**src/mct_pkg.sv**
```systemverilog
// Purpose: Shared constants and carriers for motor command trim and safety inputs
// Assumes: 10 MHz system clock, signed 8-bit motor commands
// Notes:   Trim gains are Q16 fractions; switch inputs read low when closed
package mct_pkg;

  // Clock and time base
  localparam int unsigned CLK_HZ            = 10000000;  // System clock rate
  localparam int unsigned INVERT_SETTLE_MS  = 500;       // Inversion switch settle time
  localparam int unsigned INVERT_SETTLE_CYC = CLK_HZ / 1000 * INVERT_SETTLE_MS;
  localparam int unsigned AUX_SETTLE_CYC    = 1;         // Aux inputs: sync only

  // Command width
  localparam int unsigned CMD_W = 8;                      // Signed speed command width
  typedef logic signed [CMD_W-1:0] mct_cmd_t;             // One channel command

  // Trim encoding and gain
  localparam logic [3:0]  TRIM_NEUTRAL   = 4'h7;          // No trim, default
  localparam logic [3:0]  TRIM_MAX       = 4'he;          // Largest legal setting
  localparam int unsigned GAIN_FRAC_BITS = 16;            // Q16 gain fraction
  localparam logic [16:0] GAIN_ONE_Q16   = 17'h10000;     // Gain of exactly one
  localparam logic [16:0] GAIN_STEP_Q16  = 17'h001ec;     // 0.75 percent of one

  // Debounce counter width, holds the longest settle count
  localparam int unsigned FILT_CNT_W = 23;

  // Switch levels: closed contact pulls the pin to ground
  localparam logic SW_CLOSED = 1'b0;                      // Contact closed
  localparam logic SW_OPEN   = 1'b1;                      // Contact open, pulled up

  // Stop-or-flip input function
  typedef enum logic [1:0] {
    MCT_SOF_NONE   = 2'h0,                                // No effect, default
    MCT_SOF_ESTOP  = 2'h1,                                // Latched emergency stop
    MCT_SOF_INVERT = 2'h2                                 // Inversion detect
  } mct_sof_func_e;

  // Auxiliary input function
  typedef enum logic [1:0] {
    MCT_AUX_IGNORE    = 2'h0,                             // Ignored, default
    MCT_AUX_ACCESSORY = 2'h1,                             // Drives accessory output
    MCT_AUX_DEADMAN   = 2'h2                              // Power stage enable
  } mct_aux_func_e;

  // Configuration carrier
  typedef struct packed {
    logic [3:0]    trim_sel;                              // Direction trim 0..14
    logic          motor_act_en;                          // Accessory follows motors
    mct_sof_func_e sof_func;                              // Stop-or-flip use
    mct_aux_func_e aux_e_func;                            // First aux input use
    mct_aux_func_e aux_f_func;                            // Second aux input use
  } mct_cfg_s;

  // Level filter state
  typedef struct packed {
    logic [FILT_CNT_W-1:0] cnt;                           // Stable time counter
    logic                  stable;                        // Accepted level
    logic                  sync2;                         // Second sync stage
    logic                  sync1;                         // First sync stage
  } mct_filt_s;

  // Main block state
  typedef struct packed {
    logic     estop_latched;                              // Stop held until reset
    logic     inverted;                                   // Command inversion active
    logic     acc_out;                                    // Accessory output
    logic     pwr_en;                                     // Power stage enable
    mct_cmd_t out_ch1;                                    // Conditioned channel 1
    mct_cmd_t out_ch2;                                    // Conditioned channel 2
  } mct_state_s;

endpackage : mct_pkg

```
**src/mct_level_filter.sv**
```systemverilog
// Purpose: Two-stage synchroniser followed by a stable-time level filter
// Assumes: Pin is asynchronous to clk_sys and idles high
// Notes:   A new level is accepted after SETTLE unchanged synchronised cycles
`timescale 1ns/1ps
module mct_level_filter import mct_pkg::*; #(
  parameter logic [FILT_CNT_W-1:0] SETTLE = FILT_CNT_W'(INVERT_SETTLE_CYC)
) (
  // Clock and reset
  input  wire logic clk_sys,
  input  wire logic rst_n,
  // Pin side
  input  wire logic pin,
  // Filtered side
  output logic      level_sync,
  output logic      level_stable
);

  mct_filt_s st_reg;   // Registered state
  mct_filt_s st_next;  // Next state

  // Filter next-state logic
  always_comb begin
    st_next       = st_reg;
    st_next.sync1 = pin;
    st_next.sync2 = st_reg.sync1;
    if (st_reg.sync2 == st_reg.stable) begin
      // Level agrees, restart the timer
      st_next.cnt = '0;
    end else if (st_reg.cnt >= SETTLE - FILT_CNT_W'(1)) begin
      // Changed level held long enough
      st_next.stable = st_reg.sync2;
      st_next.cnt    = '0;
    end else begin
      st_next.cnt = st_reg.cnt + FILT_CNT_W'(1);
    end
  end

  // State register, open switch level at reset
  always_ff @(posedge clk_sys) begin
    if (!rst_n) begin
      st_reg <= '{cnt: '0, stable: SW_OPEN, sync2: SW_OPEN, sync1: SW_OPEN};
    end else begin
      st_reg <= st_next;
    end
  end

  assign level_sync   = st_reg.sync2;
  assign level_stable = st_reg.stable;

endmodule : mct_level_filter

```
**src/mct_trim_gain.sv**
```systemverilog
// Purpose: Multiplicative direction trim on one signed speed command
// Assumes: Command already passed through the selected command curve
// Notes:   Only the direction being trimmed is scaled down, never up
`timescale 1ns/1ps
module mct_trim_gain import mct_pkg::*; (
  // Command in
  input  mct_cmd_t   cmd_in,
  // Trim control
  input  wire logic [3:0] trim_sel,
  input  wire logic       bypass,
  // Command out
  output mct_cmd_t   cmd_out
);

  logic [3:0]               sel_c;    // Setting clamped to range
  logic                     pos_trim; // Positive trim selected
  logic [3:0]               steps;    // Trim steps away from neutral
  logic [16:0]              gain;     // Q16 gain
  logic [CMD_W:0]           mag;      // Command magnitude
  logic [CMD_W+17:0]        prod;     // Magnitude times gain
  logic                     reduce;   // This direction is slowed
  logic signed [CMD_W+1:0]  res;      // Signed scaled result

  // Trim arithmetic
  always_comb begin
    sel_c    = (trim_sel > TRIM_MAX) ? TRIM_MAX : trim_sel;
    pos_trim = sel_c > TRIM_NEUTRAL;
    steps    = pos_trim ? sel_c - TRIM_NEUTRAL : TRIM_NEUTRAL - sel_c;
    // True gain, not an offset
    gain     = GAIN_ONE_Q16 - 17'(17'(steps) * GAIN_STEP_Q16);
    mag      = cmd_in[CMD_W-1] ? (CMD_W+1)'(-$signed({cmd_in[CMD_W-1], cmd_in}))
                               : {1'b0, cmd_in};
    prod     = (CMD_W+18)'(mag * gain);
    // Positive trim slows reverse, negative trim slows forward
    reduce   = !bypass && (sel_c != TRIM_NEUTRAL) &&
               (pos_trim ? cmd_in[CMD_W-1] : (cmd_in > 0));
    res      = reduce ? $signed({1'b0, prod[GAIN_FRAC_BITS +: CMD_W+1]})
                      : $signed({1'b0, mag});
    if (cmd_in[CMD_W-1]) begin
      res = -res;
    end
    cmd_out  = res[CMD_W-1:0];
  end

endmodule : mct_trim_gain

```
**src/mct_top.sv**
```systemverilog
// Purpose: Command trim, accessory output and safety input logic, two channels
// Assumes: Commands arrive after the command curve; switch pins are asynchronous
// Notes:   Emergency stop clears only through rst_n
`timescale 1ns/1ps
module mct_top import mct_pkg::*; #(
  parameter logic [FILT_CNT_W-1:0] SETTLE_CYCLES = FILT_CNT_W'(INVERT_SETTLE_CYC)
) (
  // Clock and reset
  input  wire logic  clk_sys,
  input  wire logic  rst_n,
  // Configuration
  input  mct_cfg_s   cfg,
  input  wire logic  mixed_mode,
  input  wire logic  closed_loop_ch1,
  input  wire logic  closed_loop_ch2,
  input  wire logic  encoder_fitted,
  input  wire logic  accessory_cmd,
  // Commands after the command curve
  input  mct_cmd_t   cmd_ch1,
  input  mct_cmd_t   cmd_ch2,
  // Switch pins
  input  wire logic  stop_or_flip_input,
  input  wire logic  aux_e_in,
  input  wire logic  aux_f_in,
  // Conditioned commands
  output mct_cmd_t   out_ch1,
  output mct_cmd_t   out_ch2,
  // Actuators and status
  output logic       accessory_out,
  output logic       power_enable,
  output logic       estop_latched,
  output logic       inverted
);

  mct_state_s st_reg;    // Registered state
  mct_state_s st_next;   // Next state

  logic     sof_sync;    // Synchronised stop-or-flip level
  logic     sof_stable;  // Debounced stop-or-flip level
  logic     aux_e_sync;  // Synchronised first aux input
  logic     aux_f_sync;  // Synchronised second aux input
  mct_cmd_t inv_ch1;     // Channel 1 after inversion
  mct_cmd_t inv_ch2;     // Channel 2 after inversion
  mct_cmd_t trim_ch1;    // Channel 1 after trim
  mct_cmd_t trim_ch2;    // Channel 2 after trim
  logic     trim_bypass; // Any closed loop active
  logic     aux_e_live;  // First aux input usable
  logic     estop_req;   // Emergency stop requested now
  logic     deadman_ok;  // No deadman input holding power off
  logic     aux_acc;     // Aux input asks for accessory
  logic     running;     // Either motor commanded

  // Saturating negation, keeps the most negative code in range
  function automatic mct_cmd_t neg_sat(input mct_cmd_t v);
    mct_cmd_t r;
    r = (v == {1'b1, {(CMD_W-1){1'b0}}}) ? {1'b0, {(CMD_W-1){1'b1}}} : -v;
    return r;
  endfunction : neg_sat

  // Stop-or-flip: long settle for the gravity switch
  mct_level_filter #(
    .SETTLE (SETTLE_CYCLES)
  ) u_sof_filter (
    .clk_sys      (clk_sys),
    .rst_n        (rst_n),
    .pin          (stop_or_flip_input),
    .level_sync   (sof_sync),
    .level_stable (sof_stable)
  );

  // First aux input, synchroniser only
  mct_level_filter #(
    .SETTLE (FILT_CNT_W'(AUX_SETTLE_CYC))
  ) u_aux_e_filter (
    .clk_sys      (clk_sys),
    .rst_n        (rst_n),
    .pin          (aux_e_in),
    .level_sync   (aux_e_sync),
    .level_stable ()
  );

  // Second aux input, synchroniser only
  mct_level_filter #(
    .SETTLE (FILT_CNT_W'(AUX_SETTLE_CYC))
  ) u_aux_f_filter (
    .clk_sys      (clk_sys),
    .rst_n        (rst_n),
    .pin          (aux_f_in),
    .level_sync   (aux_f_sync),
    .level_stable ()
  );

  // Inversion applies to both channels before trim
  always_comb begin
    inv_ch1 = st_reg.inverted ? neg_sat(cmd_ch1) : cmd_ch1;
    inv_ch2 = st_reg.inverted ? neg_sat(cmd_ch2) : cmd_ch2;
  end

  // Any closed loop channel turns trim off for both
  assign trim_bypass = closed_loop_ch1 | closed_loop_ch2;

  // Channel 1 trim
  mct_trim_gain u_trim_ch1 (
    .cmd_in   (inv_ch1),
    .trim_sel (cfg.trim_sel),
    .bypass   (trim_bypass),
    .cmd_out  (trim_ch1)
  );

  // Channel 2 trim
  mct_trim_gain u_trim_ch2 (
    .cmd_in   (inv_ch2),
    .trim_sel (cfg.trim_sel),
    .bypass   (trim_bypass),
    .cmd_out  (trim_ch2)
  );

  // Input decode
  always_comb begin
    // Encoder module takes over the first aux pin
    aux_e_live = !encoder_fitted;
    // Closed emergency contact pulls low
    estop_req  = (cfg.sof_func == MCT_SOF_ESTOP) && (sof_sync == SW_CLOSED);
    // Deadman inputs must be grounded for power
    deadman_ok = !(aux_e_live && cfg.aux_e_func == MCT_AUX_DEADMAN && aux_e_sync == SW_OPEN)
              && !(cfg.aux_f_func == MCT_AUX_DEADMAN && aux_f_sync == SW_OPEN);
    // Accessory drive while an aux input is grounded
    aux_acc    = (aux_e_live && cfg.aux_e_func == MCT_AUX_ACCESSORY
                  && aux_e_sync == SW_CLOSED)
              || (cfg.aux_f_func == MCT_AUX_ACCESSORY
                  && aux_f_sync == SW_CLOSED);
    running    = (st_reg.out_ch1 != '0) || (st_reg.out_ch2 != '0);
  end

  // Main next-state logic
  always_comb begin
    st_next = st_reg;
    // Stop latches and only reset clears it
    st_next.estop_latched = st_reg.estop_latched | estop_req;
    // Gravity switch closed means upside down
    st_next.inverted = mixed_mode && (cfg.sof_func == MCT_SOF_INVERT)
                       && (sof_stable == SW_CLOSED);
    if (st_next.estop_latched) begin
      // Halted commands
      st_next.out_ch1 = '0;
      st_next.out_ch2 = '0;
    end else begin
      st_next.out_ch1 = trim_ch1;
      st_next.out_ch2 = trim_ch2;
    end
    st_next.pwr_en  = !st_next.estop_latched && deadman_ok;
    st_next.acc_out = accessory_cmd || aux_acc
                      || (cfg.motor_act_en && running);
  end

  // State register
  always_ff @(posedge clk_sys) begin
    if (!rst_n) begin
      st_reg <= '{estop_latched: 1'b0, inverted: 1'b0, acc_out: 1'b0,
                  pwr_en: 1'b0, out_ch1: '0, out_ch2: '0};
    end else begin
      st_reg <= st_next;
    end
  end

  // Outputs straight from flip-flops
  assign out_ch1       = st_reg.out_ch1;
  assign out_ch2       = st_reg.out_ch2;
  assign accessory_out = st_reg.acc_out;
  assign power_enable  = st_reg.pwr_en;
  assign estop_latched = st_reg.estop_latched;
  assign inverted      = st_reg.inverted;
endmodule : mct_top

```
**config.mk**
```make
export PLATFORM = sky130hd
export DESIGN_NAME = mct_top
export DESIGN_NICKNAME = d
export VERILOG_FILES = /design/src/mct_pkg.sv /design/src/mct_level_filter.sv /design/src/mct_trim_gain.sv /design/src/mct_top.sv
export SDC_FILE = /design/constraint.sdc
export NUM_CORES = 1
export LEC_CHECK = 0
export ABC_CLOCK_PERIOD_IN_PS = 20000
export BUFFER_PORTS_ARGS = -buffer_cell sky130_fd_sc_hd__buf_2
export CAP_MARGIN = 10
export CORE_MARGIN = 2
export CORE_UTILIZATION = 35
export DETAILED_ROUTE_END_ITERATION = 10
export PLACE_DENSITY = 0.47
export SETUP_SLACK_MARGIN = 0.5
export SKIP_LAST_GASP = 1
export SLEW_MARGIN = 20
export SYNTH_ARGS = -nofsm -noshare
export SYNTH_HDL_FRONTEND = slang
export SYNTH_SLANG_ARGS = --single-unit
```
**constraint.sdc**
```tcl
create_clock -name clk_sys -period 20 [get_ports clk_sys]
set_input_delay 1 -clock clk_sys [delete_from_list [all_inputs] [get_ports clk_sys]]
set_output_delay 1 -clock clk_sys [all_outputs]
set_load 0.05 [all_outputs]
```
; ---- Word level (Yosys, flattened, before mapping)
; Cells that the tools add are included.
[totals]
regBits = 50
inputBits = 37
output_inout_bits = 20
word_cells = 93
[classes]
addsub = 10
multipliers = 3
order_cmp = 5
eq_ne = 10
mux = 14
n_bitwise = 8
reduce_logical = 29
[ops]
columns = cell, count
row1 = $mux 8, 8
row2 = $mul 9x17->24, 2
row3 = $neg 8->8, 4
row4 = $add 23x1->23 const B, 1
row5 = $ge 23x23->1 const B, 1
row6 = $mux 9, 2
row7 = $neg 8->9, 2
row8 = $sub 17x13->17 const A, 1
row9 = $eq 8x8->1 const B, 2
row10 = $gt 8x1->1 const B, 2
row11 = $reduce_bool 8->1, 2
row12 = $logic_and 1x1->1, 15
row13 = $mul 4x7->11 const B, 1
row14 = $mux 4, 2
row15 = $eq 2x1->1 const B, 3
row16 = $eq 2x2->1 const B, 3
row17 = $not 1->1, 6
row18 = $logic_not 1->1, 5
row19 = $gt 4x3->1 const B, 1
row20 = $gt 4x4->1 const B, 1
row21 = $logic_or 1x1->1, 4
row22 = $ne 4x3->1 const B, 1
row23 = $sub 3x4->4 const A, 1
row24 = $sub 4x3->4 const B, 1
row25 = other kinds (6), 8

; ---- Depth between registers and ports, before layout
; Gate-level depths: netlist (run 1).
[logic_depth]
depth_word = 10
mapped_depth = 43
ltp_nobuf = 40

; ---- Cells and area by module
; From an unflattened synthesis (run 1), not the netlist that was laid out.
[hier_totals]
hier_cells = 1475
area_unflattened_um2 = 12396.9
[by_module_without_submodules]
columns = module, n_inst, cells_per_inst, area_per_inst_um2, seq_area_each_um2
row1 = mct_trim_gain at u_trim_ch1, 1, 605, 4994.8, 0.0
row2 = mct_trim_gain at u_trim_ch2, 1, 594, 4929.7, 0.0
row3 = mct_level_filter at u_sof_filter, 1, 138, 1244.9, 520.5
row4 = mct_top, 1, 126, 1069.8, 400.4
row5 = mct_level_filter at u_aux_e_filter ..., 2, 6, 78.8, 60.1

; ---- Worst setup path after synthesis (run 1)
; No wires, ideal clock.
[synth_path]
kind = input to register
startpoint = input cfg[8] (netlist name)
endpoint = register st_reg, in the netlist out_ch1[5]
setup_ns = 0.128
t_arrival_ns = 10.349
required_ns = 19.872
slack_ns = 9.523
path_stages = 39
cell_sequence = nand3_1 nand2_1 clkbuf_1 inv_1 ha_1 nor2b_1 nor2_1 clkinv_1 fa_1 fa_1 inv_1 ha_1 a21oi_1 mux2i_1 nand2_1 or4b_2 nand2_1 and2_1 (+3 left out) inv_1 fa_1 fa_1 inv_1 fa_1 inv_1 ha_1 and3_1 a211o_1 a21oi_1 o21a_1 o21ai_1 xor2_1 mux2_4 a211o_1 o31a_1 xnor2_1 nor2_1
[synth_via]
elab_chain_len = 10
elab_cells_between_ends = 16
cone_classes = add/sub: 4 / mul: 2 / order compare: 2 / eq/ne: 1 / mux: 5 / reduce/logical: 2
[synth_lines]
columns = item, line
row1 = start: declaration, mct_top.sv:12  ; input mct_cfg_s cfg,
row2 = $gt 4x4->1, mct_trim_gain.sv:26  ; sel_c = (trim_sel > TRIM_MAX) ? TRIM_MAX : trim_sel;
row3 = $mux 4 (*), mct_trim_gain.sv:26
row4 = $sub 3x4->4 (tied with other cells), mct_trim_gain.sv:28  ; steps = pos_trim ? sel_c - TRIM_NEUTRAL : TRIM_NEUTRAL - sel_c;
row5 = $mux 4, mct_trim_gain.sv:28
row6 = $mul 4x7->11, mct_trim_gain.sv:30  ; gain = GAIN_ONE_Q16 - 17'(17'(steps) * GAIN_STEP_Q16);
row7 = $sub 17x13->17, mct_trim_gain.sv:30
row8 = $mul 9x17->24, mct_trim_gain.sv:33  ; prod = (CMD_W+18)'(mag * gain);
row9 = $mux 8 (*), mct_trim_gain.sv:37  ; res = reduce ? $signed({1'b0, prod[GAIN_FRAC_BITS +: CMD_W+1]})
row10 = $neg 8->8, mct_trim_gain.sv:40  ; res = -res;
row11 = $mux 8 (*), mct_trim_gain.sv:39  ; if (cmd_in[CMD_W-1]) begin
row12 = end signal: assignment, mct_top.sv:159  ; st_reg <= '{estop_latched: 1'b0, inverted: 1'b0, acc_out: 1'b0,
row13 = end signal: assignment, mct_top.sv:162  ; st_reg <= st_next;
row14 = end: declaration, mct_top.sv:35  ; mct_state_s st_reg;
; Every way passes the cells marked *; elsewhere a longest branch is shown, timed or not.
; A chain may end at the register's enable or synchronous reset.

; ---- Worst setup path in the final report (run 1)
[layout_path]
startpoint = input cfg[10] (netlist name)
endpoint = register st_reg, in the netlist out_ch1[7]
; Same word-level chain as after synthesis.

==> results.tsv, run 1 <==
metric	value	unit
outcome	finished, final reports clean	
vias in the first global route	9781	
Worst EP arrival	12100	ps
CTS sink count	50	
Synth async-reset ratio	0	
max reg flops	23	
synth unique cells	91	
Routed Wire Length	30.9	mm
total negative slack	0	ps
Starting Density	0.356	
Worst Hold Path Cells	1	
sequential share of the synthesized area	0.0861	
largest net degree at the start of global routing	24	
Clock Latency Late Sink	290	ps
Worst EP required	20210	ps
Placer Congestion	0.818	
Post-Syn Area	11600	um2
largest family of logic cells by synthesized area	adder cells	
R2R setup slack	11530	ps
Final period util	0.594	
DRT iter0 DRCs	377	
via density per instance	4.92	
DRC viols	0	
Synth Area in Adders	0.417	
Hold WC Path Type	reg2reg	
HPWL after DPL	26.1	mm
ys flop type	dfxtp_1	
post-route ant nets	0	
Critical Path Start Type	input port	
Antenna Diode Count	0	
CTS tree	built	
unrepaired setup endpoints after global routing	no	
crit path time final	11890	ps
DRT Pass-1 Iters	5	
Worst Skew	10.1	ps
Area Overhead vs Synth	8.52	%
Die Ht	186	um
Ys Warns	0	
# setup viols final	0	
Max stage delay on crit path	660	ps
total number of vias	9494	
simple-gate share of the synthesized area	0.213	
Clk pin slew, worst setup/hold paths	70	ps
hold_buf cts	0	
CTS-repair resized insts	0	
# IOs	57	
most frequent cells in the layout	inv_1 (252), nor2_1 (205), fa_1 (185), nand2_1 (148), ha_1 (91)	
FF+latch count, synth	50	
crit-path leading delay family	adder cells	
CP max-delay cell	nor2_1	
first-pass GRT wire length	51.6	mm
Final Max Slew Viols	0	
Post-synth EDFFs	0	
die width	186	um
Inserted Clock Buffers	5	
Slew Limit Headroom	0.282	
Buf+Inv Stages, Crit Path	6	
Hold Violations, Final	0	
clk root buf	clkbuf_16	
die area	34700	um2
Crit Path Category	in2reg	
Floorplan Core Area	32600	um2
mux cell area share after synthesis	0.0155	
Row Count	66	
maximum fanout along the worst path	21	
nets	1801	
htree depth	2	
CP Capture Type	flip-flop	
hold endpoint	u_aux_e_filter.level_sync	
Reg-to-Reg Start	inverted	
Max Clk Rate	84.1	MHz
Total GRT Usage	0.189	
DR WL/cell	16.0	um
port bufs	56	
clk buf depth	2	
cell count after synthesis	1432	
XOR/XNOR Fraction of Synth Area	0.0595	
Min-Delay Startpoint	u_aux_e_filter.st_next[1]	
share of cells above drive strength 1	0.0746	
Slew @ Worst Pin	1070	ps
Avg Cell Area, Syn	8.12	um2
Setup Fix Bufs, Post-CTS	0	
Max-Cap Viols	0	
reg2reg end	out_ch1[7]	
commonest non-fill, non-tap cell in the layout	inv_1	
antenna violations before repair	0	
Compound-Gate Fraction of Synth Area	0.110	
Worst R2R Path Depth	27	
Crit path top cell by count	fa_1	
GRT overflow	0	
layout make-up:
class	instances	area, um2
Tap cell	442	553
Timing Repair Buffer	72	400
Clock buffer	5	125
Multi-Input combinational cell	1106	9570
Inverter	253	950
Clock inverter	2	13.8
Fill cell	3475	20000
Sequential cell	50	1000
worst register-to-register path: cells and delay by family, from the launching register on:
kind                     cells  cell delay, ps
AO/OA/AOI/OAI                9            2490
XOR/XNOR                     1             170
adder cells (fa/ha/maj)      6            2750
buffers and inverters        5             750
flip-flops                   1             630
multiplexers                 2             500
AND/OR/NAND/NOR              4            1120
cell families (layout without fill, tap and decap cells):
logic type / after synthesis / in the layout
DFF: 50 / 50
other: 2 / 26
adders and majority gates: 276 / 276
AOI/OAI and AO/OA: 182 / 182
muxes: 17 / 17
buffers and inverters: 300 / 332
xor gates and xnor gates: 79 / 79
and+or+nand+nor: 526 / 526
cells in the mapped netlist (all sizes together) (17+ instances only):
cell      n  share of area
fa      185           0.32
dfxtp    50          0.086
nor3     28          0.012
ha       91          0.098
nand3    21          0.010
xnor2    46          0.035
xor2     33          0.025
clkbuf   34          0.011
a21oi    39          0.017
inv     252          0.081
nor2b    17         0.0091
nand2   149          0.048
and2     18         0.0099
o21ai    37          0.017
nor2    205          0.066
per-layer routing:
layer,vias to the layer above,wire [um],track usage
met2,120,15100,0.333
met1,4691,14800,0.262
met5,-,0,0
met4,0,447,0.0271
li1,4665,-,-
met3,18,648,0.0105
worst max-delay path by stage:
stage | depth (start not counted) | slack, ps | endpoint | from
after floorplan | 39 | 9520 | out_ch1[5] | cfg[8]
after global placement | 36 | 8090 | out_ch1[7] | cfg[10]
after detailed placement | 37 | 7750 | out_ch1[6] | cfg[10]
after CTS | 37 | 7990 | out_ch1[6] | cfg[10]
after global routing | 36 | 7040 | out_ch1[7] | cfg[10]
final | 36 | 8110 | out_ch1[7] | cfg[10]
per-stage QoR:
stage / worst slack (ps) / std cells / cell area (um2) / hold slack (ps) / util
finish: 8110 / 1930 / 12600 / 397 / 0.387
global route: 7040 / 1930 / 12600 / 435 / 0.387
CTS: 7990 / 1930 / 12600 / 399 / 0.387
detailed placement: 7750 / 1923 / 12500 / 396 / 0.383
global placement: 8090 / 1923 / 12500 / 393 / 0.383
floorplan: 9520 / 1456 / 11700 / 386 / -
Power of run 1 is left out: the tool's default activity adds up to more than one toggle a clock period on the data nets, which glitch-free logic cannot reach.
==> inputs of run 2 (changes only) <==
ABC_AREA = 1   (was default)
ABC_CLOCK_PERIOD_IN_PS = 10100   (was 20000)
PLACE_DENSITY = 0.49   (was 0.47)
clock period = 10.1 ns   (was 20 ns; I/O delays follow)
==> run 2 against run 1 <==
Against the previous run: first-iteration DRC count up 12%; wire length rose by 1.5%; sequential cell count did not move; clock skew decreased by 2.9 ps; die area rose by 1.6%; non-clock buffer count is 3 higher; cell area rose by 2.4%; largest cell class unchanged.
==> results.tsv, run 2 <==
metric	value	unit
nets	2030	
commonest non-fill, non-tap cell in the layout	inv_1	
Worst R2R Path Depth	30	
htree depth	2	
Clock Latency Late Sink	300	ps
Ys Warns	0	
die width	188	um
vias in the first global route	10500	
Worst EP required	10290	ps
Post-Syn Area	11800	um2
hold_buf cts	0	
Starting Density	0.354	
Row Count	67	
Die Ht	188	um
CTS sink count	50	
R2R setup slack	2600	ps
Floorplan Core Area	33400	um2
total number of vias	10200	
reg2reg end	out_ch1[6]	
crit path time final	8850	ps
crit path launch	cfg[10]	
clk buf depth	2	
Antenna Diode Count	0	
Synth async-reset ratio	0	
# IOs	57	
ys flop type	dfxtp_1	
largest net degree at the start of global routing	24	
sequential share of the synthesized area	0.0848	
share of cells above drive strength 1	0.0966	
Min-Delay Startpoint	cfg[4]	
Avg Cell Area, Syn	7.17	um2
HPWL after DPL	26.9	mm
Slew Limit Headroom	0.449	
Area Overhead vs Synth	9.38	%
Critical Path Start Type	input port	
max reg flops	23	
Crit Path Category	in2reg	
clk root buf	clkbuf_16	
total negative slack	0	ps
DR WL/cell	14.5	um
Placer Congestion	0.886	
Reg-to-Reg Start	inverted	
FF+latch count, synth	50	
cell type with the highest aggregate area in the netlist	fa_1	
port bufs	56	
Max stage delay on crit path	550	ps
CP Capture Type	flip-flop	
most frequent cell after synthesis	inv_1	
CTS tree	built	
CP max-delay cell	fa_1	
Post-synth EDFFs	0	
Worst Hold Path Cells	2	
via density per instance	4.71	
Final period util	0.876	
Worst Skew	7.22	ps
Worst EP arrival	9040	ps
Hold Violations, Final	0	
hold endpoint	inverted	
antenna violations before repair	0	
Max-Cap Viols	0	
unrepaired setup endpoints after global routing	yes	
# setup viols final	0	
DRT iter0 DRCs	424	
Max Clk Rate	113	MHz
die area	35200	um2
Hold WC Path Type	in2reg	
Clk pin slew, worst setup/hold paths	70	ps
Final Max Slew Viols	0	
first-pass GRT wire length	52.9	mm
outcome	finished, final reports clean	
largest cells by area after synthesis	fa_1 (31%), inv_1 (11%), nand2_1 (11%)	
Routed Wire Length	31.4	mm
GRT overflow	0	
Inserted Clock Buffers	5	
Total GRT Usage	0.185	
DRT Pass-1 Iters	5	
post-synth top area share	0.314	
DRC viols	0	
maximum fanout along the worst path	15	
commonest cells in the netlist	inv_1 (352), nand2_1 (335), nor2_1 (206)	
synth unique cells	56	
cell count after synthesis	1646	
Slew @ Worst Pin	820	ps
most frequent cells in the layout	inv_1 (350), nand2_1 (334), nor2_1 (206), fa_1 (185), ha_1 (91)	
post-route ant nets	0	
run 2: cell types whose count changed after synthesis, moves of 17 or more:
cell	before	now
nor2b_1	17	0
nand3_1	20	67
a21oi_1	38	72
inv_1	252	352
xnor2_1	46	10
nand2_1	148	335
and2_1	17	0
run 2: worst max-delay path: cells and delay by family:
family	cells	cell delay [ps]
buffers and inverters	12	1260
AOI/OAI and AO/OA	5	640
and+or+nand+nor	18	2180
xor gates and xnor gates	1	250
adders and majority gates	10	4150
run 2: per-stage QoR:
step | setup WS [ps] | hold slack (ps) | cell area [um2] | utilization | std cells
2_1_floorplan | 1040 | 393 | 11900 | - | 1670
3_3_place_gp | 893 | 397 | 12700 | 0.380 | 2150
3_5_place_dp | 711 | 403 | 12700 | 0.380 | 2150
4_1_cts | 1030 | 375 | 12800 | 0.385 | 2158
5_1_grt | 464 | 388 | 12900 | 0.387 | 2166
6_report | 1250 | 385 | 12900 | 0.387 | 2166
run 2: worst max path at each step:
| stage | endpoint | slack (ps) | cells past startpoint |
|---|---|---|---|
| after floorplan | out_ch1[6] | 1040 | 48 |
| after global placement | out_ch1[7] | 890 | 43 |
| after detailed placement | out_ch2[7] | 710 | 44 |
| after CTS | out_ch2[7] | 1030 | 44 |
| after global routing | out_ch2[5] | 460 | 45 |
| final | out_ch1[6] | 1250 | 46 |
run 2: kinds of logic (layout without fill, tap and decap cells):
logic type | Yosys count | count (layout) | share of synthesized area
AOI/OAI and AO/OA | 144 | 144 | 0.0700
xor gates and xnor gates | 34 | 34 | 0.0278
adders and majority gates | 276 | 276 | 0.410
buffers and inverters | 407 | 455 | 0.132
DFF | 50 | 50 | 0.0848
other | 2 | 26 | 0.000636
and+or+nand+nor | 733 | 733 | 0.275
run 2: per-layer routing:
layer	track usage	routed length, um
met5	0	0
met4	0.0342	655
met3	0.0172	895
met2	0.322	15000
met1	0.253	14900
run 2: area by class of cell:
class	instances	area, um2
Tap cell	448	561
Fill cell	3631	20400
Sequential cell	50	1000
Inverter	371	1400
Clock buffer	5	125
Timing Repair Buffer	75	427
Timing Repair inverter	1	5.00
Clock inverter	3	48.8
Multi-Input combinational cell	1213	9350
run 2: what timing repair did:
| action | in CTS | in global routing |
|---|---|---|
| resized for setup | 0 | 6 |
| setup buffers | 0 | 7 |
| endpoints found under the setup margin | 0 | 14 |
Power of run 2 is left out for the same reason.
